===== config.mk =====
export PLATFORM = sky130hd
export DESIGN_NAME = wldx_core
export DESIGN_NICKNAME = d
export VERILOG_FILES = /design/src/design/wldx_pkg.sv /design/src/design/wldx_core.sv /design/src/design/wldx_decode.sv /design/src/design/wldx_exc.sv
export SDC_FILE = /design/constraint.sdc
export NUM_CORES = 1
export LEC_CHECK = 0
export BUFFER_PORTS_ARGS = -buffer_cell sky130_fd_sc_hd__buf_4
export CORE_UTILIZATION = 45
export CTS_BUF_LIST = sky130_fd_sc_hd__clkbuf_4
export DETAILED_ROUTE_END_ITERATION = 8
export PLACE_DENSITY = 0.75
export SLEW_MARGIN = 20
export SYNTH_ARGS = -nofsm -noshare
export SYNTH_HDL_FRONTEND = slang
export SYNTH_SLANG_ARGS = --single-unit
export TNS_END_PERCENT = 100

===== constraint.sdc =====
create_clock -name sys_clk_in -period 2 [get_ports sys_clk_in]
set_input_delay 0 -clock sys_clk_in [delete_from_list [all_inputs] [get_ports sys_clk_in]]
set_output_delay 0 -clock sys_clk_in [all_outputs]
set_load 0.02 [all_outputs]

===== src/design/wldx_pkg.sv =====
// Package for the word-load decode and execute block.
// Assumes a 32-bit general register file and 32-bit instruction words.
package wldx_pkg;

  // ----------------------------------------------------------------
  // Opcode fields
  // ----------------------------------------------------------------
  localparam logic [5:0] WORD_LOAD_MAJOR_OPCODE = 6'h3f;
  localparam logic [5:0] COPROC_MEMORY_MAJOR_GROUP = 6'h08;
  localparam logic [5:0] USER_LOAD_MAJOR_GROUP = 6'h18;
  localparam logic [5:0] PC_RELATIVE_MAJOR_GROUP = 6'h1e;
  localparam logic [5:0] FLOAT_MAJOR_GROUP = 6'h15;
  localparam logic [5:0] ADD_UPPER_IMMEDIATE_OP = 6'h04;
  localparam logic [3:0] CP2_LOAD_SUBOP = 4'h0;
  localparam logic [3:0] EXTENDED_LOAD_SUBGROUP = 4'h6;
  localparam logic [2:0] LOAD_WORD_USER_SPACE_MINOR = 3'h7;
  localparam logic [1:0] LOAD_WORD_PC_RELATIVE_SUB = 2'h1;
  localparam logic [8:0] FUSED_MULTIPLY_ADD_FN = 9'h1b8;
  localparam logic [8:0] FUSED_MULTIPLY_SUBTRACT_FN = 9'h1f8;

  // ----------------------------------------------------------------
  // Field positions
  // ----------------------------------------------------------------
  localparam int MAJOR_LSB = 26;
  localparam int RT_LSB = 21;
  localparam int BASE_LSB = 16;
  localparam int SUB_LSB = 12;
  localparam int MINOR_LSB = 9;
  localparam int PCSUB_LSB = 19;
  localparam int UPPER_SHIFT = 16;
  localparam int PC_OFFSET_SHIFT = 2;
  localparam logic [31:0] PC_LOW_MASK = 32'h0000_0003;

  // ----------------------------------------------------------------
  // Segment access modes
  // ----------------------------------------------------------------
  localparam logic [2:0] MAPPED_USER_UNMAPPED_KERNEL_MODE = 3'h1;
  localparam logic [2:0] UNMAPPED_USER_KERNEL_MODE = 3'h2;
  localparam logic [2:0] MAPPED_USER_KERNEL_MODE = 3'h3;

  // ----------------------------------------------------------------
  // Operation kinds and targets
  // ----------------------------------------------------------------
  typedef enum logic [3:0] {
    WLDX_OP_NONE = 4'h0,
    WLDX_OP_LDW = 4'h1,
    WLDX_OP_LWF = 4'h2,
    WLDX_OP_LDCP2 = 4'h3,
    WLDX_OP_LWU = 4'h4,
    WLDX_OP_LDPC = 4'h5,
    WLDX_OP_FMADD = 4'h6,
    WLDX_OP_FMSUB = 4'h7,
    WLDX_OP_UPIMM = 4'h8
  } wldx_op_t;

  typedef enum logic [1:0] {
    WLDX_DST_GEN = 2'h0,
    WLDX_DST_FLT = 2'h1,
    WLDX_DST_CP2 = 2'h2
  } wldx_dst_t;

  // Exception codes on the result port
  typedef enum logic [3:0] {
    WLDX_EXC_NONE = 4'h0,
    WLDX_EXC_REFILL = 4'h1,
    WLDX_EXC_INVALID = 4'h2,
    WLDX_EXC_READ_INHIBIT = 4'h3,
    WLDX_EXC_BUS = 4'h4,
    WLDX_EXC_ADDR = 4'h5,
    WLDX_EXC_WATCH = 4'h6,
    WLDX_EXC_RESERVED = 4'h7,
    WLDX_EXC_COP_UNUSABLE = 4'h8
  } wldx_exc_t;

  // One-hot execution states
  typedef enum logic [2:0] {
    WLDX_ST_IDLE = 3'b001,
    WLDX_ST_MEM = 3'b010,
    WLDX_ST_DONE = 3'b100
  } wldx_state_t;

endpackage


===== src/design/wldx_core.sv =====
// Word-load decode and execute core.
// Assumes one outstanding memory request; the memory path answers with
// a one-cycle rsp_valid pulse carrying data and fault flags.
// Operation
// - general load: base plus 16-bit offset
// - load word, sign-extend into general register
// - pre-R6: misaligned load gives address error
// - R6 may support misaligned loads
// - general load exceptions limited to listed set
// - float load fills low half only
// - coprocessor loads list their exceptions
// - second-coprocessor load decode, 11-bit offset
// - coprocessor load writes low word
// - user-space load decode, 9-bit offset
// - user-space load uses user mapping
// - user-space load only if feature present
// - user-space load needs access, allowed modes
// - pc-relative load decode, 19-bit offset
// - pc address: shifted offset plus masked pc
// - pc load aligned, sign-extends result
// - pc load may raise read inhibit
// - pc load matches data watchpoints only
// - fused add/subtract decode by function code
// - upper-immediate is add-upper with zero source
// - upper-immediate: immediate over sixteen zeros
`timescale 1ns/1ps
module wldx_core (
  input wire logic sys_clk_in,
  input wire logic rst_n_in,
  input wire logic instr_valid_in,
  input wire logic [31:0] instr_in,
  input wire logic [31:0] pc_in,
  input wire logic [31:0] base_val_in,
  input wire logic release6_in,
  input wire logic misalign_support_in,
  input wire logic enhanced_addressing_present_in,
  input wire logic sys_cop_enabled_in,
  input wire logic float_cop_enabled_in,
  input wire logic second_cop_enabled_in,
  input wire logic [2:0] seg_mode_in,
  input wire logic rsp_valid_in,
  input wire logic [31:0] rsp_data_in,
  input wire logic rsp_refill_in,
  input wire logic rsp_invalid_in,
  input wire logic rsp_read_inhibit_in,
  input wire logic rsp_bus_err_in,
  input wire logic rsp_watch_in,
  output logic instr_ready_out,
  output logic req_valid_out,
  output logic [31:0] req_addr_out,
  output logic req_user_map_out,
  output logic req_data_ref_out,
  output logic done_out,
  output logic wr_en_out,
  output logic [1:0] wr_target_out,
  output logic [4:0] wr_index_out,
  output logic [31:0] wr_data_out,
  output logic [3:0] exc_out,
  output logic fp_op_out,
  output logic fp_sub_out,
  output logic [1:0] fp_fmt_out
);

  // ----------------------------------------------------------------
  // Decode
  // ----------------------------------------------------------------
  wldx_pkg::wldx_op_t dec_op;
  logic [31:0] dec_off;
  logic [4:0] dec_dst;
  logic [4:0] dec_base;

  wldx_decode u_dec (
    .instr_in(instr_in),
    .op_out(dec_op),
    .offset_out(dec_off),
    .dst_out(dec_dst),
    .base_out(dec_base)
  );

  // Float load has no case in wldx_decode; the decoded base
  // field is not needed. It is recognised by the float load major code.
  logic is_float_load;
  assign is_float_load = (instr_in[31:26] == 6'h27);

  wldx_pkg::wldx_op_t op;
  always_comb begin
    op = dec_op;
    if (is_float_load)
      op = wldx_pkg::WLDX_OP_LWF;
  end

  // ----------------------------------------------------------------
  // Address and checks
  // ----------------------------------------------------------------
  logic [31:0] eff_addr;
  logic [31:0] float_off;
  logic is_mem;
  logic is_pc;
  logic misalign;
  logic mode_ok;
  logic pre_exc;
  wldx_pkg::wldx_exc_t pre_code;

  assign float_off = {{16{instr_in[15]}}, instr_in[15:0]};
  assign is_pc = (op == wldx_pkg::WLDX_OP_LDPC);
  assign is_mem = (op == wldx_pkg::WLDX_OP_LDW) ||
                  (op == wldx_pkg::WLDX_OP_LWF) ||
                  (op == wldx_pkg::WLDX_OP_LDCP2) ||
                  (op == wldx_pkg::WLDX_OP_LWU) || is_pc;

  always_comb begin
    if (is_pc)
      eff_addr = (pc_in & ~wldx_pkg::PC_LOW_MASK) + dec_off;
    else if (op == wldx_pkg::WLDX_OP_LWF)
      eff_addr = base_val_in + float_off;
    else
      eff_addr = base_val_in + dec_off;
  end

  assign misalign = !is_pc && (eff_addr[1:0] != 2'b00) &&
                    (!release6_in || !misalign_support_in);

  assign mode_ok =
    (seg_mode_in == wldx_pkg::MAPPED_USER_UNMAPPED_KERNEL_MODE) ||
    (seg_mode_in == wldx_pkg::UNMAPPED_USER_KERNEL_MODE) ||
    (seg_mode_in == wldx_pkg::MAPPED_USER_KERNEL_MODE);

  always_comb begin
    pre_exc = 1'b0;
    pre_code = wldx_pkg::WLDX_EXC_NONE;
    unique case (op)
      wldx_pkg::WLDX_OP_LWU: begin
        if (!enhanced_addressing_present_in || !mode_ok) begin
          pre_exc = 1'b1;
          pre_code = wldx_pkg::WLDX_EXC_RESERVED;
        end else if (!sys_cop_enabled_in) begin
          pre_exc = 1'b1;
          pre_code = wldx_pkg::WLDX_EXC_COP_UNUSABLE;
        end
      end
      wldx_pkg::WLDX_OP_LWF,
      wldx_pkg::WLDX_OP_FMADD,
      wldx_pkg::WLDX_OP_FMSUB: begin
        if (!float_cop_enabled_in) begin
          pre_exc = 1'b1;
          pre_code = wldx_pkg::WLDX_EXC_COP_UNUSABLE;
        end
      end
      wldx_pkg::WLDX_OP_LDCP2: begin
        if (!second_cop_enabled_in) begin
          pre_exc = 1'b1;
          pre_code = wldx_pkg::WLDX_EXC_COP_UNUSABLE;
        end
      end
      wldx_pkg::WLDX_OP_NONE: begin
        pre_exc = 1'b1;
        pre_code = wldx_pkg::WLDX_EXC_RESERVED;
      end
      default: begin
        pre_exc = 1'b0;
      end
    endcase
  end

  // ----------------------------------------------------------------
  // Sequencer
  // ----------------------------------------------------------------
  wldx_pkg::wldx_state_t state_r, state_nxt;
  wldx_pkg::wldx_op_t op_r, op_nxt;
  logic [4:0] dst_r, dst_nxt;
  logic [31:0] addr_r, addr_nxt;
  logic [31:0] data_r, data_nxt;
  logic [3:0] exc_r, exc_nxt;
  logic wr_r, wr_nxt;
  logic [1:0] tgt_r, tgt_nxt;
  logic [1:0] fmt_r, fmt_nxt;
  wldx_pkg::wldx_exc_t rsp_code;

  wldx_exc u_exc (
    .op_in(op_r),
    .misalign_in(1'b0),
    .refill_in(rsp_refill_in),
    .invalid_in(rsp_invalid_in),
    .read_inhibit_in(rsp_read_inhibit_in),
    .bus_err_in(rsp_bus_err_in),
    .watch_in(rsp_watch_in),
    .exc_out(rsp_code)
  );

  always_comb begin
    state_nxt = state_r;
    op_nxt = op_r;
    dst_nxt = dst_r;
    addr_nxt = addr_r;
    data_nxt = data_r;
    exc_nxt = exc_r;
    wr_nxt = 1'b0;
    tgt_nxt = tgt_r;
    fmt_nxt = fmt_r;
    unique case (state_r)
      wldx_pkg::WLDX_ST_IDLE: begin
        if (instr_valid_in) begin
          op_nxt = op;
          dst_nxt = dec_dst;
          addr_nxt = eff_addr;
          fmt_nxt = instr_in[10:9];
          data_nxt = 32'h0000_0000;
          tgt_nxt = wldx_pkg::WLDX_DST_GEN;
          if (op == wldx_pkg::WLDX_OP_LWF)
            tgt_nxt = wldx_pkg::WLDX_DST_FLT;
          if (op == wldx_pkg::WLDX_OP_LDCP2)
            tgt_nxt = wldx_pkg::WLDX_DST_CP2;
          if (pre_exc) begin
            exc_nxt = pre_code;
            state_nxt = wldx_pkg::WLDX_ST_DONE;
          end else if (is_mem && misalign) begin
            exc_nxt = wldx_pkg::WLDX_EXC_ADDR;
            state_nxt = wldx_pkg::WLDX_ST_DONE;
          end else if (is_mem) begin
            exc_nxt = wldx_pkg::WLDX_EXC_NONE;
            state_nxt = wldx_pkg::WLDX_ST_MEM;
          end else begin
            exc_nxt = wldx_pkg::WLDX_EXC_NONE;
            data_nxt = dec_off;
            wr_nxt = (op == wldx_pkg::WLDX_OP_UPIMM);
            state_nxt = wldx_pkg::WLDX_ST_DONE;
          end
        end
      end
      wldx_pkg::WLDX_ST_MEM: begin
        if (rsp_valid_in) begin
          exc_nxt = rsp_code;
          // float target gets low word only
          data_nxt = rsp_data_in;
          wr_nxt = (rsp_code == wldx_pkg::WLDX_EXC_NONE);
          state_nxt = wldx_pkg::WLDX_ST_DONE;
        end
      end
      wldx_pkg::WLDX_ST_DONE: begin
        state_nxt = wldx_pkg::WLDX_ST_IDLE;
      end
      default: begin
        state_nxt = wldx_pkg::WLDX_ST_IDLE;
      end
    endcase
  end

  always_ff @(posedge sys_clk_in or negedge rst_n_in) begin
    if (!rst_n_in) begin
      state_r <= wldx_pkg::WLDX_ST_IDLE;
      op_r <= wldx_pkg::WLDX_OP_NONE;
      dst_r <= 5'h00;
      addr_r <= 32'h0000_0000;
      data_r <= 32'h0000_0000;
      exc_r <= 4'h0;
      wr_r <= 1'b0;
      tgt_r <= 2'h0;
      fmt_r <= 2'h0;
    end else begin
      state_r <= state_nxt;
      op_r <= op_nxt;
      dst_r <= dst_nxt;
      addr_r <= addr_nxt;
      data_r <= data_nxt;
      exc_r <= exc_nxt;
      wr_r <= wr_nxt;
      tgt_r <= tgt_nxt;
      fmt_r <= fmt_nxt;
    end
  end

  // ----------------------------------------------------------------
  // Outputs
  // ----------------------------------------------------------------
  assign instr_ready_out = (state_r == wldx_pkg::WLDX_ST_IDLE);
  assign req_valid_out = (state_r == wldx_pkg::WLDX_ST_MEM);
  assign req_addr_out = addr_r;
  assign req_user_map_out = (op_r == wldx_pkg::WLDX_OP_LWU);
  // every load here is a data reference
  assign req_data_ref_out = 1'b1;
  assign done_out = (state_r == wldx_pkg::WLDX_ST_DONE);
  assign wr_en_out = wr_r;
  assign wr_target_out = tgt_r;
  assign wr_index_out = dst_r;
  assign wr_data_out = data_r;
  assign exc_out = exc_r;
  assign fp_op_out = done_out && (exc_r == 4'h0) &&
                     ((op_r == wldx_pkg::WLDX_OP_FMADD) ||
                      (op_r == wldx_pkg::WLDX_OP_FMSUB));
  assign fp_sub_out = (op_r == wldx_pkg::WLDX_OP_FMSUB);
  assign fp_fmt_out = fmt_r;

endmodule // wldx_core


===== src/design/wldx_decode.sv =====
// Combinational decoder for the word-load group.
// Assumes the instruction word is stable while valid is high.
`timescale 1ns/1ps
module wldx_decode (
  input wire logic [31:0] instr_in,
  output wldx_pkg::wldx_op_t op_out,
  output logic [31:0] offset_out,
  output logic [4:0] dst_out,
  output logic [4:0] base_out
);

  logic [5:0] major;
  assign major = instr_in[31:26];
  assign dst_out = instr_in[25:21];
  assign base_out = instr_in[20:16];

  always_comb begin
    op_out = wldx_pkg::WLDX_OP_NONE;
    offset_out = 32'h0000_0000;
    if (major == wldx_pkg::WORD_LOAD_MAJOR_OPCODE) begin
      op_out = wldx_pkg::WLDX_OP_LDW;
      offset_out = {{16{instr_in[15]}}, instr_in[15:0]};
    end else if (major == wldx_pkg::COPROC_MEMORY_MAJOR_GROUP) begin
      if (instr_in[15:12] == wldx_pkg::CP2_LOAD_SUBOP && !instr_in[11]) begin
        op_out = wldx_pkg::WLDX_OP_LDCP2;
        offset_out = {{21{instr_in[10]}}, instr_in[10:0]};
      end
    end else if (major == wldx_pkg::USER_LOAD_MAJOR_GROUP) begin
      if (instr_in[15:12] == wldx_pkg::EXTENDED_LOAD_SUBGROUP &&
          instr_in[11:9] == wldx_pkg::LOAD_WORD_USER_SPACE_MINOR) begin
        op_out = wldx_pkg::WLDX_OP_LWU;
        offset_out = {{23{instr_in[8]}}, instr_in[8:0]};
      end
    end else if (major == wldx_pkg::PC_RELATIVE_MAJOR_GROUP) begin
      if (instr_in[20:19] == wldx_pkg::LOAD_WORD_PC_RELATIVE_SUB) begin
        op_out = wldx_pkg::WLDX_OP_LDPC;
        offset_out = {{11{instr_in[18]}}, instr_in[18:0], 2'b00};
      end
    end else if (major == wldx_pkg::FLOAT_MAJOR_GROUP) begin
      if (instr_in[8:0] == wldx_pkg::FUSED_MULTIPLY_ADD_FN)
        op_out = wldx_pkg::WLDX_OP_FMADD;
      else if (instr_in[8:0] == wldx_pkg::FUSED_MULTIPLY_SUBTRACT_FN)
        op_out = wldx_pkg::WLDX_OP_FMSUB;
    end else if (major == wldx_pkg::ADD_UPPER_IMMEDIATE_OP &&
                 instr_in[20:16] == 5'h00) begin
      op_out = wldx_pkg::WLDX_OP_UPIMM;
      offset_out = {instr_in[15:0], 16'h0000};
    end
  end

endmodule // wldx_decode


===== src/design/wldx_exc.sv =====
// Exception priority picker for the word-load group.
// Assumes translation and memory flags are valid with the response.
`timescale 1ns/1ps
module wldx_exc (
  input wire wldx_pkg::wldx_op_t op_in,
  input wire logic misalign_in,
  input wire logic refill_in,
  input wire logic invalid_in,
  input wire logic read_inhibit_in,
  input wire logic bus_err_in,
  input wire logic watch_in,
  output wldx_pkg::wldx_exc_t exc_out
);

  logic coproc_op;
  logic has_bus;
  assign coproc_op = (op_in == wldx_pkg::WLDX_OP_LWF) ||
                     (op_in == wldx_pkg::WLDX_OP_LDCP2);
  // coprocessor loads carry no bus error
  assign has_bus = !coproc_op;

  always_comb begin
    exc_out = wldx_pkg::WLDX_EXC_NONE;
    if (misalign_in)
      exc_out = wldx_pkg::WLDX_EXC_ADDR;
    else if (refill_in)
      exc_out = wldx_pkg::WLDX_EXC_REFILL;
    else if (invalid_in)
      exc_out = wldx_pkg::WLDX_EXC_INVALID;
    else if (read_inhibit_in && op_in == wldx_pkg::WLDX_OP_LDPC)
      exc_out = wldx_pkg::WLDX_EXC_READ_INHIBIT;
    else if (watch_in)
      exc_out = wldx_pkg::WLDX_EXC_WATCH;
    else if (bus_err_in && has_bus)
      exc_out = wldx_pkg::WLDX_EXC_BUS;
  end

endmodule // wldx_exc


==> flow_metrics.env, run 1 <==
export IMPL_num_io_pins=231
export IMPL_fin_ws_ns=-1.13
export IMPL_p_int_mw=3.72
export IMPL_p_leak_nw=7.09
export IMPL_async_reset_ff_share_pct=100
export IMPL_grt_setup_unrepaired="yes"
export IMPL_place_ws_ns=-1.64
export IMPL_final_cells=1833
export IMPL_worst_pin_slew_ns=0.645
export IMPL_cts_root_buffer="clkbuf_4"
export IMPL_place_hpwl_mm=24.9
export IMPL_antenna_found_initial=1
export IMPL_setup_viol=34
export IMPL_synth_enable_flop_cells=0
export IMPL_fmaxAchievable_mhz=319
export IMPL_grtUsageTotal_pct=38.9
export IMPL_hold_ws_ns=-0.0460
export IMPL_slew_headroom_pct=56.9
export IMPL_grt_pass1_wl_mm=54.7
export IMPL_cts_tree="done"
export IMPL_core_mm2=0.0168
export IMPL_ys_warnings_count=0
export IMPL_total_power_mw=6.31
export IMPL_grt_start_max_net_pins=61
export IMPL_reg2reg_from="state_r[0]$_DFFE_PN1P_"
export IMPL_synth_seq_cells=85
export IMPL_fillCellCount=934
export IMPL_final_area_mm2=0.0144
export IMPL_drc=0
export IMPL_syn_area_per_cell_um2=7.76
export IMPL_pwr_share_comb_pct=48.0
export IMPL_die_width_um=134
export IMPL_worst_endpoint_required_ns=2.44
export IMPL_vias_per_cell=6.17
export IMPL_place_area_mm2=0.0122
export IMPL_area_growth_pct=83.7
export IMPL_cts_buffers=9
export IMPL_die_area_mm2=0.0179
export IMPL_cp_end_kind="flip-flop"
export IMPL_synthCells=1010
export IMPL_p_sw_mw=2.59
export IMPL_grt_pass1_vias=10501
export IMPL_fin_skew_ns=0.0455
export IMPL_regArea_mm2=0.00213
export IMPL_first_pass_iters=5
export IMPL_synthFlopType="dfrtp_1"
export IMPL_syn_area_mm2=0.00784
export IMPL_cp_arrival_ns=3.57
export IMPL_drv_cap=0
export IMPL_path_class="in2reg"
export IMPL_outcome="complete, but fails checks"
export IMPL_ys_seq_area_share_pct=27.2
export IMPL_swShare_pct=41.0
export IMPL_drt_iter0_drc=1001
export IMPL_wl_per_cell_um=21.6
export IMPL_numPortBuffers=227
export IMPL_clkTransAtPathRegs_ns=0.21
export IMPL_violations="negative hold slack, negative setup slack"
export IMPL_dieHeight_um=134
export IMPL_dr_total_vias=11304
export IMPL_hold_depth=4
export IMPL_synth_cell_types=85
export IMPL_ir_drop_mv=0.349
export IMPL_final_util_pct=85.6
export IMPL_ff2ff_path_depth=7
export IMPL_gp_congestion=0.939
export IMPL_cts_max_level=3
export IMPL_finalMaxSlewViolations=0
export IMPL_start_util_pct=46.6
export IMPL_whs_endpoint="req_addr_out[3]$_DFFE_PN0P_"
export IMPL_min_delay_start="pc_in[3]"
export IMPL_powerDensity_mw_per_mm2=438
export IMPL_period_minus_slack_ns=3.13
export IMPL_min_period_over_period_pct=157
export IMPL_holdCritPathClass="in2reg"
export IMPL_clk_path_buf_depth=2
export IMPL_drtAntennaViolNets=0
export IMPL_critPathLaunchType="input port"
export IMPL_drive_gt1_share_pct=49.6
export IMPL_cts_sinks=85
export IMPL_reg2reg_slack_ns=-0.12
export IMPL_r2r_end="req_addr_out[29]$_DFFE_PN0P_"
export IMPL_clk_latency_ns=0.52
export IMPL_worstPathMaxFanout=12
export IMPL_drt_total_wl_mm=39.5
export IMPL_row_count=47
export IMPL_finalHoldViolCount=1
export IMPL_clkPwrFrac_pct=17.4
export IMPL_setup_tns_ns=-27.09
export IMPL_multi_input_area_mm2=0.00666
export IMPL_power_frac_seq_pct=34.5
export IMPL_dp_cells=1706
export IMPL_synth_fp_nets=1218
export IMPL_final_net_count=1815
export IMPL_overflow=0
power groups by stage:
stage	sequential, mW	clock (mW)	combinational (mW)
after floorplan	2.49	0	0.917
after global placement	2.19	0	2.55
after detailed placement	2.20	0	2.58
after CTS	2.17	1.10	2.79
after global routing	2.20	1.15	3.18
final	2.18	1.10	3.03
worst max-delay path, stage by stage:
cell and delay (ns):
buf_4 0.14, nor3_1 0.37, and3_1 0.37, o21ai_1 0.11
buf_6 0.16, a21oi_1 0.16, nand2b_1 0.18, ha_1 0.26
buf_4 0.18, a21oi_2 0.19, nor2b_1 0.08, a211oi_2 0.20
buf_4 0.19, a2111oi_4 0.07, buf_4 0.16, buf_6 0.11
o21ai_4 0.15, nor3_2 0.07, a31o_1 0.21, nor4_2 0.20
timing repair:
item	CTS	global route
setup buffers	25	37
endpoints found under the setup margin	56	60
resized for setup	127	106
pin swaps	75	68
hold buffers	52	0
hold endpoints to repair	134	0
gates cloned	1	0
registers in the layout, summed over array words and instances, names as in the netlist:
name           cells
op_r               4
wr_data_out       32
state_r            3
wr_en_out          1
fp_fmt_out         2
exc_out            4
wr_index_out       5
wr_target_out      2
req_addr_out      32
cell usage after synthesis (8+ instances only):
cell | number | share of area [%]
nor3_1 | 25 | 1.6
clkbuf_1 | 36 | 1.7
xnor2_1 | 26 | 2.9
nand2b_1 | 8 | 0.64
ha_1 | 60 | 9.6
nand3_1 | 32 | 2.0
inv_1 | 27 | 1.3
a211oi_1 | 20 | 1.9
buf_2 | 8 | 0.51
o21a_1 | 11 | 1.1
a21o_1 | 28 | 2.7
a21oi_1 | 74 | 4.7
o21ai_0 | 75 | 4.8
nor2_1 | 117 | 5.6
dfrtp_1 | 84 | 27
xor2_1 | 18 | 2.0
a221o_1 | 9 | 1.1
and3_1 | 10 | 0.80
nand4_1 | 13 | 1.0
a31oi_1 | 12 | 0.96
a221oi_1 | 18 | 2.0
o211ai_1 | 12 | 1.1
nand2_1 | 142 | 6.8
o21ai_1 | 12 | 0.77
per-layer routing:
metal	GRT usage (%)	part of all wire, %	up-vias
met2	66.4	47	823
met3	5.44	9.6	235
met4	16.2	6.0	0
li1	-	-	4924
met5	0	0	-
met1	49.1	38	5322
cell families (layout without fill, tap and decap cells):
kind of cell    Yosys count  after routing  share of synthesized area (%)
flops                    85             85                           27.2
fa+ha+maj                62             62                           10.1
other cells               1              2                         0.0478
xor+xnor                 45             45                           5.12
simple gates            402            403                           24.1
buf+inv                  76            677                           3.82
compound gates          327            327                           28.0
mux                      12             12                           1.66
final cells by class:
type                       instances  share of cell area (%)
clock buffer                       9                   0.469
multi-input combinational        850                    46.2
antenna                            1                  0.0174
sequential                        85                    14.8
inverter                          27                   0.704
timing repair buffer             634                    35.3
tap                              220                    1.91
clock inverter                     7                   0.530
how the worst max path moves through the flow:
stage / startpoint / cells after the start / end / slack, ns
final: instr_in[11] / 20 / req_addr_out[31]$_DFFE_PN0P_ / -1.13
after global routing: instr_in[12] / 19 / req_addr_out[31]$_DFFE_PN0P_ / -1.24
after CTS: instr_in[26] / 17 / req_addr_out[31]$_DFFE_PN0P_ / -0.93
after detailed placement: instr_in[26] / 18 / req_addr_out[29]$_DFFE_PN0P_ / -1.64
after global placement: instr_in[26] / 18 / req_addr_out[29]$_DFFE_PN0P_ / -1.61
after floorplan: instr_in[28] / 15 / req_addr_out[27]$_DFFE_PN0P_ / -1.18
cells in the final DEF, fill, tap and decap left out, types with 7 or more instances in the layout:
cell type,count
a21o_1,28
ha_1,39
inv_1,25
dfrtp_1,84
ha_4,19
nand2_2,7
a21oi_1,41
o21ai_1,35
dlygate4sd3_1,51
nand2_1,133
nand4_1,13
buf_4,541
a221o_1,9
a21oi_2,26
clkbuf_4,9
a31oi_1,9
a211oi_2,13
o21a_1,9
o211ai_1,12
buf_6,36
o21ai_2,16
nor2_1,105
nor3_1,19
xor2_1,18
xnor2_1,20
nand3_1,30
a21oi_4,8
o21ai_0,32
a221oi_1,17
nor2_2,8
Power figures use the tool's default switching activity.
==> inputs of run 2 (changes only) <==
--- a/config.mk
+++ b/config.mk
@@ -9,6 +9,7 @@
 export CORE_UTILIZATION = 45
 export CTS_BUF_LIST = sky130_fd_sc_hd__clkbuf_4
 export DETAILED_ROUTE_END_ITERATION = 8
+export MAX_ROUTING_LAYER = met4
 export PLACE_DENSITY = 0.75
 export SLEW_MARGIN = 20
 export SYNTH_ARGS = -nofsm -noshare
==> run 2 against run 1 <==
Effect of this change: the run still ends with negative hold slack, negative setup slack left; non-clock buffer count grew 8; register-to-register slack lost 0.15 ns; clock power grew 22%; setup slack lost 0.25 ns; die area is the same; largest cell class unchanged; largest power group unchanged.
==> flow_metrics.env, run 2 (same netlist as run 1, synthesis figures left out) <==
export IMPL_worstPathMaxFanout=6
export IMPL_worst_pin_slew_ns=0.684
export IMPL_period_minus_slack_ns=3.38
export IMPL_crit_slowest_cell="nor2_1"
export IMPL_violations="negative hold slack, negative setup slack"
export IMPL_r2r_end="req_addr_out[29]$_DFFE_PN0P_"
export IMPL_reg2reg_slack_ns=-0.27
export IMPL_min_period_over_period_pct=169
export IMPL_numPortBuffers=227
export IMPL_ir_drop_mv=0.413
export IMPL_cts_max_level=3
export IMPL_ff2ff_path_depth=7
export IMPL_vias_per_cell=6.23
export IMPL_cts_buffers=9
export IMPL_grt_pass1_wl_mm=54.4
export IMPL_path_class="in2reg"
export IMPL_drt_iter0_drc=1125
export IMPL_grt_setup_unrepaired="yes"
export IMPL_area_growth_pct=89.0
export IMPL_critPathLaunchType="input port"
export IMPL_drive_gt1_share_pct=52.1
export IMPL_hold_buffers=54
export IMPL_dr_wl_met2_mm=19.2
export IMPL_dr_total_vias=11473
export IMPL_crit_start="instr_in[27]"
export IMPL_fin_skew_ns=0.0283
export IMPL_finalHoldViolCount=2
export IMPL_reg2reg_from="state_r[0]$_DFFE_PN1P_"
export IMPL_fillCellCount=812
export IMPL_place_hpwl_mm=25.5
export IMPL_drc=0
export IMPL_start_util_pct=46.6
export IMPL_wl_per_cell_um=22.4
export IMPL_first_pass_iters=5
export IMPL_outcome="complete, but fails checks"
export IMPL_p_leak_nw=7.27
export IMPL_hold_ws_ns=-0.0226
export IMPL_cts_root_buffer="clkbuf_4"
export IMPL_drv_cap=0
export IMPL_die_width_um=134
export IMPL_grtUsageTotal_pct=40.6
export IMPL_crit_top_cell="buf_4"
export IMPL_overflow=0
export IMPL_wl_met3_mm=4.05
export IMPL_setup_tns_ns=-27.86
export IMPL_cp_end_kind="flip-flop"
export IMPL_worst_endpoint_required_ns=2.44
export IMPL_grt_pass1_vias=10420
export IMPL_finalMaxSlewViolations=0
export IMPL_clkTransAtPathRegs_ns=0.18
export IMPL_row_count=47
export IMPL_powerDensity_mw_per_mm2=449
export IMPL_gp_congestion=0.997
export IMPL_num_io_pins=231
export IMPL_final_net_count=1822
export IMPL_cp_arrival_ns=3.83
export IMPL_setup_viol=35
export IMPL_cpPeakStageDelay_ns=0.52
export IMPL_antenna_found_initial=2
export IMPL_clk_path_buf_depth=2
export IMPL_holdCritPathClass="in2reg"
export IMPL_slew_headroom_pct=54.2
export IMPL_fmaxAchievable_mhz=296
export IMPL_core_mm2=0.0168
export IMPL_dieHeight_um=134
export IMPL_die_area_mm2=0.0179
export IMPL_m1WireLength_mm=15.2
export IMPL_drtAntennaViolNets=0
export IMPL_final_common_cell="buf_4"
export IMPL_grt_start_max_net_pins=58
export IMPL_crit_chain="buf_6 > nand4_1 > or2_4 > buf_4 > nor2_1 > a211oi_2 > a21o_1 > ha_4 > nand2_1 > o21ai_2 > a211oi_4 > a2111oi_2 > buf_4 > nand2b_4 > a21oi_2 > o32ai_2 > a31oi_1"
export IMPL_cts_tree="done"
export IMPL_endpoint="req_addr_out[29]$_DFFE_PN0P_"
export IMPL_cts_sinks=85
export IMPL_top_layer_used="met4"
export IMPL_drt_total_wl_mm=41.2
export IMPL_clk_latency_ns=0.55
export IMPL_final_cell_mix="buf_4 (531), nand2_1 (131), nor2_1 (97), dfrtp_1 (84), dlygate4sd3_1 (53)"
export IMPL_fin_ws_ns=-1.38
-- run 2: changes by cell type in the layout (fill, tap and decap cells not counted), moves of 4 or more --
cell     before  now
xnor2_1      20   16
o21ai_2      16   20
buf_6        36   47
buf_4       541  531
o21ai_0      32   28
a21oi_1      41   36
nor2_2        8   16
nor2_1      105   97
-- run 2: final cells by class --
class	count	area [um2]	area share, %
diodes	2	5.00	0.0338
flip-flops and latches	85	2130	14.4
multi-input cells	849	6900	46.5
inverters	27	101	0.684
well taps	220	275	1.86
clock buffers	9	67.6	0.456
repair buffers	642	5230	35.3
clock inverters	7	115	0.777
-- run 2: report_power, final --
part / internal (mW) / leakage, nW / switching [mW]
Clock: 0.536 / 0.0934 / 0.801
Combinational: 1.48 / 6.11 / 1.64
Sequential: 1.99 / 1.06 / 0.193
-- run 2: layer usage --
metal  vias up  global-route usage, %
li1       4932                      -
met1      5417                   49.6
met2       843                   67.0
met3       281                   5.74
met4         0                   16.6
met5         -                      -
-- run 2: worst min path at each step --
stage	startpoint	endpoint	slack, ns	cells past startpoint
after floorplan	rst_n_in	exc_out[0]$_DFFE_PN0P_	-0.30	0
after global placement	rst_n_in	wr_index_out[2]$_DFFE_PN0P_	-0.04	1
after detailed placement	rst_n_in	wr_index_out[2]$_DFFE_PN0P_	-0.04	1
after CTS	pc_in[3]	req_addr_out[3]$_DFFE_PN0P_	-0.02	4
after global routing	enhanced_addressing_present_in	state_r[1]$_DFFE_PN0P_	-0.04	5
final	base_val_in[1]	req_addr_out[1]$_DFFE_PN0P_	-0.02	4
-- run 2: timing repair --
action / in CTS / in global routing
resized for setup: 161 / 132
hold endpoints to repair: 134 / 1
gates cloned: 0 / 2
pin swaps: 98 / 88
setup endpoints to repair: 42 / 70
setup buffers: 30 / 38
-- run 2: worst max-delay path, delay by kind of cell --
family          cells  cell delay (ns)
compound gates      8             1.66
buf+inv             3             0.48
simple gates        5             1.36
fa+ha+maj           1             0.32
-- run 2: through the flow --
step                      setup WS [ns]  area, um2  util [%]  power [mW]  instances
after floorplan                   -1.18       8260         -        3.41       1010
after global placement            -1.55      12300      72.9        4.75       1706
after detailed placement          -1.58      12300      72.9        4.79       1706
after CTS                        -0.909      14000      83.0        6.35       1805
after global routing              -1.40      14800      88.1        6.92       1841
final                             -1.38      14800      88.1        6.65       1841
==> inputs of run 3 (changes only) <==
--- a/config.mk
+++ b/config.mk
@@ -6,11 +6,11 @@
 export NUM_CORES = 1
 export LEC_CHECK = 0
 export BUFFER_PORTS_ARGS = -buffer_cell sky130_fd_sc_hd__buf_4
-export CORE_UTILIZATION = 45
+export CORE_UTILIZATION = 55
 export CTS_BUF_LIST = sky130_fd_sc_hd__clkbuf_4
 export DETAILED_ROUTE_END_ITERATION = 8
 export MAX_ROUTING_LAYER = met4
-export PLACE_DENSITY = 0.75
+export PLACE_DENSITY = 0.85
 export SLEW_MARGIN = 20
 export SYNTH_ARGS = -nofsm -noshare
 export SYNTH_HDL_FRONTEND = slang
==> constraint.sdc (replaced) <==
create_clock -name sys_clk_in -period 3.2 [get_ports sys_clk_in]
set_input_delay 0 -clock sys_clk_in [delete_from_list [all_inputs] [get_ports sys_clk_in]]
set_output_delay 0 -clock sys_clk_in [all_outputs]
set_load 0.02 [all_outputs]
==> run 3 against run 2 <==
Effect of this change: the run now fails in global routing; area after synthesis stayed put; synthesized cell count is the same.
==> flow_metrics.env, run 3 <==
export IMPL_gp_congestion=1.01
export IMPL_synth_enable_flop_cells=0
export IMPL_num_io_pins=231
export IMPL_netlist_area_leader_share_pct=26.8
export IMPL_worstEndpointType="sequential cell input"
export IMPL_antenna_found_initial=6
export IMPL_synthFlopType="dfrtp_1"
export IMPL_numPortBuffers=227
export IMPL_place_hpwl_mm=24.7
export IMPL_syn_area_mm2=0.00784
export IMPL_stop_error="[ERROR GRT-0232] Routing congestion too high. Check the congestion heatmap in the GUI."
export IMPL_outcome="aborted with a tool error"
export IMPL_synth_cell_types=85
export IMPL_ys_warnings_count=0
export IMPL_synth_fp_nets=1218
export IMPL_clk_path_buf_depth=2
export IMPL_last_stage_reached="global routing"
export IMPL_die_width_um=121
export IMPL_cts_sinks=85
export IMPL_cts_buffers=9
export IMPL_overflow=48
export IMPL_ys_seq_area_share_pct=27.2
export IMPL_grtUsageTotal_pct=81.0
export IMPL_async_reset_ff_share_pct=100
export IMPL_synth_seq_cells=85
export IMPL_syn_area_per_cell_um2=7.76
export IMPL_row_count=43
export IMPL_yosysMostFrequentCell="nand2_1"
export IMPL_grt_start_max_net_pins=86
export IMPL_cts_max_level=3
export IMPL_cts_root_buffer="clkbuf_4"
export IMPL_start_util_pct=56.5
export IMPL_dieHeight_um=121
export IMPL_worst_endpoint="req_addr_out[25]$_DFFE_PN0P_/D"
export IMPL_synthCells=1010
export IMPL_synth_top_cell_by_area="dfrtp_1"
export IMPL_synth_common_cells="nand2_1 (142), nor2_1 (117), dfrtp_1 (84)"
export IMPL_yosys_top_cells_area="dfrtp_1 (27%), ha_1 (9.6%), nand2_1 (6.8%)"
-- run 3: cell counts after synthesis --
Identical to the previous run, type by type.
-- run 3: timing repair --
item                                   CTS
gates resized for setup                  0
buffers inserted                         0
endpoints found under the hold margin  134
hold buffers                            52
-- run 3: kinds of logic after synthesis --
family                     Yosys count  synth area share, %
AOI/OAI and AO/OA                  327                 28.0
other                                1               0.0478
xor gates and xnor gates            45                 5.12
buffers and inverters               76                 3.82
DFF                                 85                 27.2
and+or+nand+nor                    402                 24.1
muxes                               12                 1.66
adders and majority gates           62                 10.1
-- run 3: metrics by stage --
step	cell area, um2	setup slack [ns]	instances	TNS (ns)	hold slack, ns
floorplan	7980	-0.0353	1010	-0.0923	-0.296
CTS	12300	0.0161	1695	0	0.00564
detailed placement	11600	-0.495	1627	-5.76	0.203
global placement	11600	-0.459	1627	-4.47	0.190
-- run 3: per-layer routing --
layer  GRT overflow  GRT usage (%)
met1              7           83.3
met2             18           91.7
met3              3           68.4
met4             20           72.7
met5              -              -
==> inputs of run 4 (changes only) <==
--- a/config.mk
+++ b/config.mk
@@ -6,11 +6,9 @@
 export NUM_CORES = 1
 export LEC_CHECK = 0
 export BUFFER_PORTS_ARGS = -buffer_cell sky130_fd_sc_hd__buf_4
-export CORE_UTILIZATION = 55
-export CTS_BUF_LIST = sky130_fd_sc_hd__clkbuf_4
+export CORE_UTILIZATION = 40
 export DETAILED_ROUTE_END_ITERATION = 8
-export MAX_ROUTING_LAYER = met4
-export PLACE_DENSITY = 0.85
+export PLACE_DENSITY_LB_ADDON = 0.15
 export SLEW_MARGIN = 20
 export SYNTH_ARGS = -nofsm -noshare
 export SYNTH_HDL_FRONTEND = slang
==> run 4 against run 3 <==
Effect of this change: the flow now finishes without violations.
==> flow_metrics.env, run 4 (same netlist as run 1, synthesis figures left out) <==
export IMPL_outcome="finished, final reports clean"
export IMPL_fmaxAchievable_mhz=316
export IMPL_min_period_over_period_pct=98.9
export IMPL_crit_top_cell="buf_4"
export IMPL_powerDensity_mw_per_mm2=312
export IMPL_fillCellCount=1556
export IMPL_cp_end_kind="flip-flop"
export IMPL_worstPathMaxFanout=7
export IMPL_dr_total_vias=9959
export IMPL_cts_root_buffer="clkbuf_16"
export IMPL_critPathLaunchType="input port"
export IMPL_area_growth_pct=71.4
export IMPL_place_hpwl_mm=24.6
export IMPL_finalHoldViolCount=0
export IMPL_start_util_pct=41.3
export IMPL_grt_pass1_wl_mm=48.4
export IMPL_drv_cap=0
export IMPL_fin_skew_ns=0.0108
export IMPL_cp_arrival_ns=3.40
export IMPL_crit_chain="buf_4 > nor4bb_2 > nand4b_1 > buf_4 > nand3_4 > a22o_1 > mux2_4 > ha_4 > buf_4 > nand4_1 > o21ai_2 > o211ai_1 > buf_4 > a21oi_4 > a2111oi_4 > nor3_2 > mux2i_1 > a221o_1"
export IMPL_clk_path_buf_depth=2
export IMPL_numPortBuffers=227
export IMPL_grt_pass1_vias=9548
export IMPL_overflow=0
export IMPL_grt_setup_unrepaired="yes"
export IMPL_crit_slowest_cell="a2111oi_4"
export IMPL_ir_drop_mv=0.261
export IMPL_critPathTopFamily="compound AO/OA/AOI/OAI gates"
export IMPL_drive_gt1_share_pct=44.4
export IMPL_r2r_end="wr_data_out[24]$_DFFE_PN0P_"
export IMPL_final_net_count=1745
export IMPL_cts_buffers=9
export IMPL_wl_per_cell_um=18.1
export IMPL_total_power_mw=4.19
export IMPL_ff2ff_path_depth=6
export IMPL_reg2reg_from="state_r[0]$_DFFE_PN1P_"
export IMPL_worst_pin_slew_ns=0.946
export IMPL_cts_max_level=3
export IMPL_antenna_found_initial=0
export IMPL_drt_total_wl_mm=32.6
export IMPL_cts_tree="done"
export IMPL_final_cell_mix="buf_4 (512), nand2_1 (135), nor2_1 (108), dfrtp_1 (84), o21ai_0 (62)"
export IMPL_min_delay_start="instr_in[6]"
export IMPL_core_mm2=0.0190
export IMPL_whs_endpoint="op_r[0]$_DFFE_PN0P_"
export IMPL_reg2reg_slack_ns=0.71
export IMPL_slew_headroom_pct=36.9
export IMPL_p_leak_nw=6.69
export IMPL_drtAntennaViolNets=0
export IMPL_worst_endpoint_required_ns=3.44
export IMPL_die_area_mm2=0.0202
export IMPL_final_common_cell="buf_4"
export IMPL_cp_num_buf_inv=4
export IMPL_dieHeight_um=142
export IMPL_gp_congestion=0.989
export IMPL_vias_per_cell=5.53
export IMPL_num_io_pins=231
export IMPL_grtUsageTotal_pct=31.0
export IMPL_cpPeakStageDelay_ns=0.39
export IMPL_path_depth=18
export IMPL_cts_sinks=85
export IMPL_drc=0
export IMPL_die_width_um=142
export IMPL_row_count=50
export IMPL_holdCritPathClass="in2reg"
export IMPL_first_pass_iters=5
export IMPL_period_minus_slack_ns=3.17
export IMPL_clk_latency_ns=0.35
export IMPL_clkTransAtPathRegs_ns=0.07
export IMPL_diodes=0
export IMPL_setup_viol=0
export IMPL_setup_tns_ns=0
export IMPL_finalMaxSlewViolations=0
export IMPL_drt_iter0_drc=484
export IMPL_hold_depth=3
export IMPL_path_class="in2reg"
export IMPL_grt_start_max_net_pins=56
-- run 4: worst register-to-register path: stages (launching register included) --
cell      delay, ns
dfstp_2        0.37
or3b_2         0.54
inv_1          0.44
a21oi_2        0.37
buf_4          0.31
a221oi_1       0.27
nor2_1         0.08
-- run 4: power breakdown --
group	leakage (nW)	total, mW	internal [mW]	switching, mW
Clock	0.149	1.13	0.619	0.509
Combinational	5.48	1.70	0.812	0.893
Sequential	1.06	1.36	1.24	0.116
Total	6.69	4.19	2.67	1.52
-- run 4: how the worst max path moves through the flow --
stage / from / end / slack (ns)
final: instr_in[12] / req_addr_out[23]$_DFFE_PN0P_ / 0.03
after global routing: instr_in[29] / req_addr_out[23]$_DFFE_PN0P_ / -0.11
after CTS: instr_in[28] / req_addr_out[25]$_DFFE_PN0P_ / -0.002
after detailed placement: instr_in[27] / req_addr_out[30]$_DFFE_PN0P_ / -0.53
after global placement: instr_in[27] / req_addr_out[30]$_DFFE_PN0P_ / -0.55
after floorplan: instr_in[28] / req_addr_out[30]$_DFFE_PN0P_ / -0.04
-- run 4: layer usage --
layer,vias to the layer above,wire (um),global-route usage (%)
li1,4791,-,-
met1,4700,14400,41.1
met2,400,15400,51.7
met3,68,1880,3.60
met4,0,934,12.1
met5,-,0,0
-- run 4: area by class of cell --
cell class | count | area (um2) | area share, %
clock buffers | 9 | 225 | 1.68
clock inverters | 7 | 80.1 | 0.596
inverters | 27 | 101 | 0.755
multi-input cells | 850 | 6160 | 45.9
flip-flops and latches | 85 | 2130 | 15.8
well taps | 260 | 325 | 2.42
repair buffers | 564 | 4410 | 32.8
-- run 4: repair_timing --
item	4_1_cts	5_1_grt
hold buffers	41	0
pin swaps	7	60
setup buffers	1	19
gates cloned	1	0
setup endpoints to repair	10	15
endpoints found under the hold margin	94	0
resized for setup	11	136
-- run 4: per-stage QoR --
| step | instances | hold slack, ns | utilization, % | area [um2] | worst slack (ns) |
|---|---|---|---|---|---|
| after floorplan | 1010 | -0.296 | - | 7980 | -0.0353 |
| after global placement | 1725 | 0.121 | 62.7 | 11900 | -0.554 |
| after detailed placement | 1725 | 0.122 | 62.7 | 11900 | -0.526 |
| after CTS | 1784 | 0.0186 | 66.8 | 12700 | -0.00207 |
| after global routing | 1802 | 0.0446 | 70.9 | 13400 | -0.111 |
| final | 1802 | 0.0261 | 70.9 | 13400 | 0.0350 |
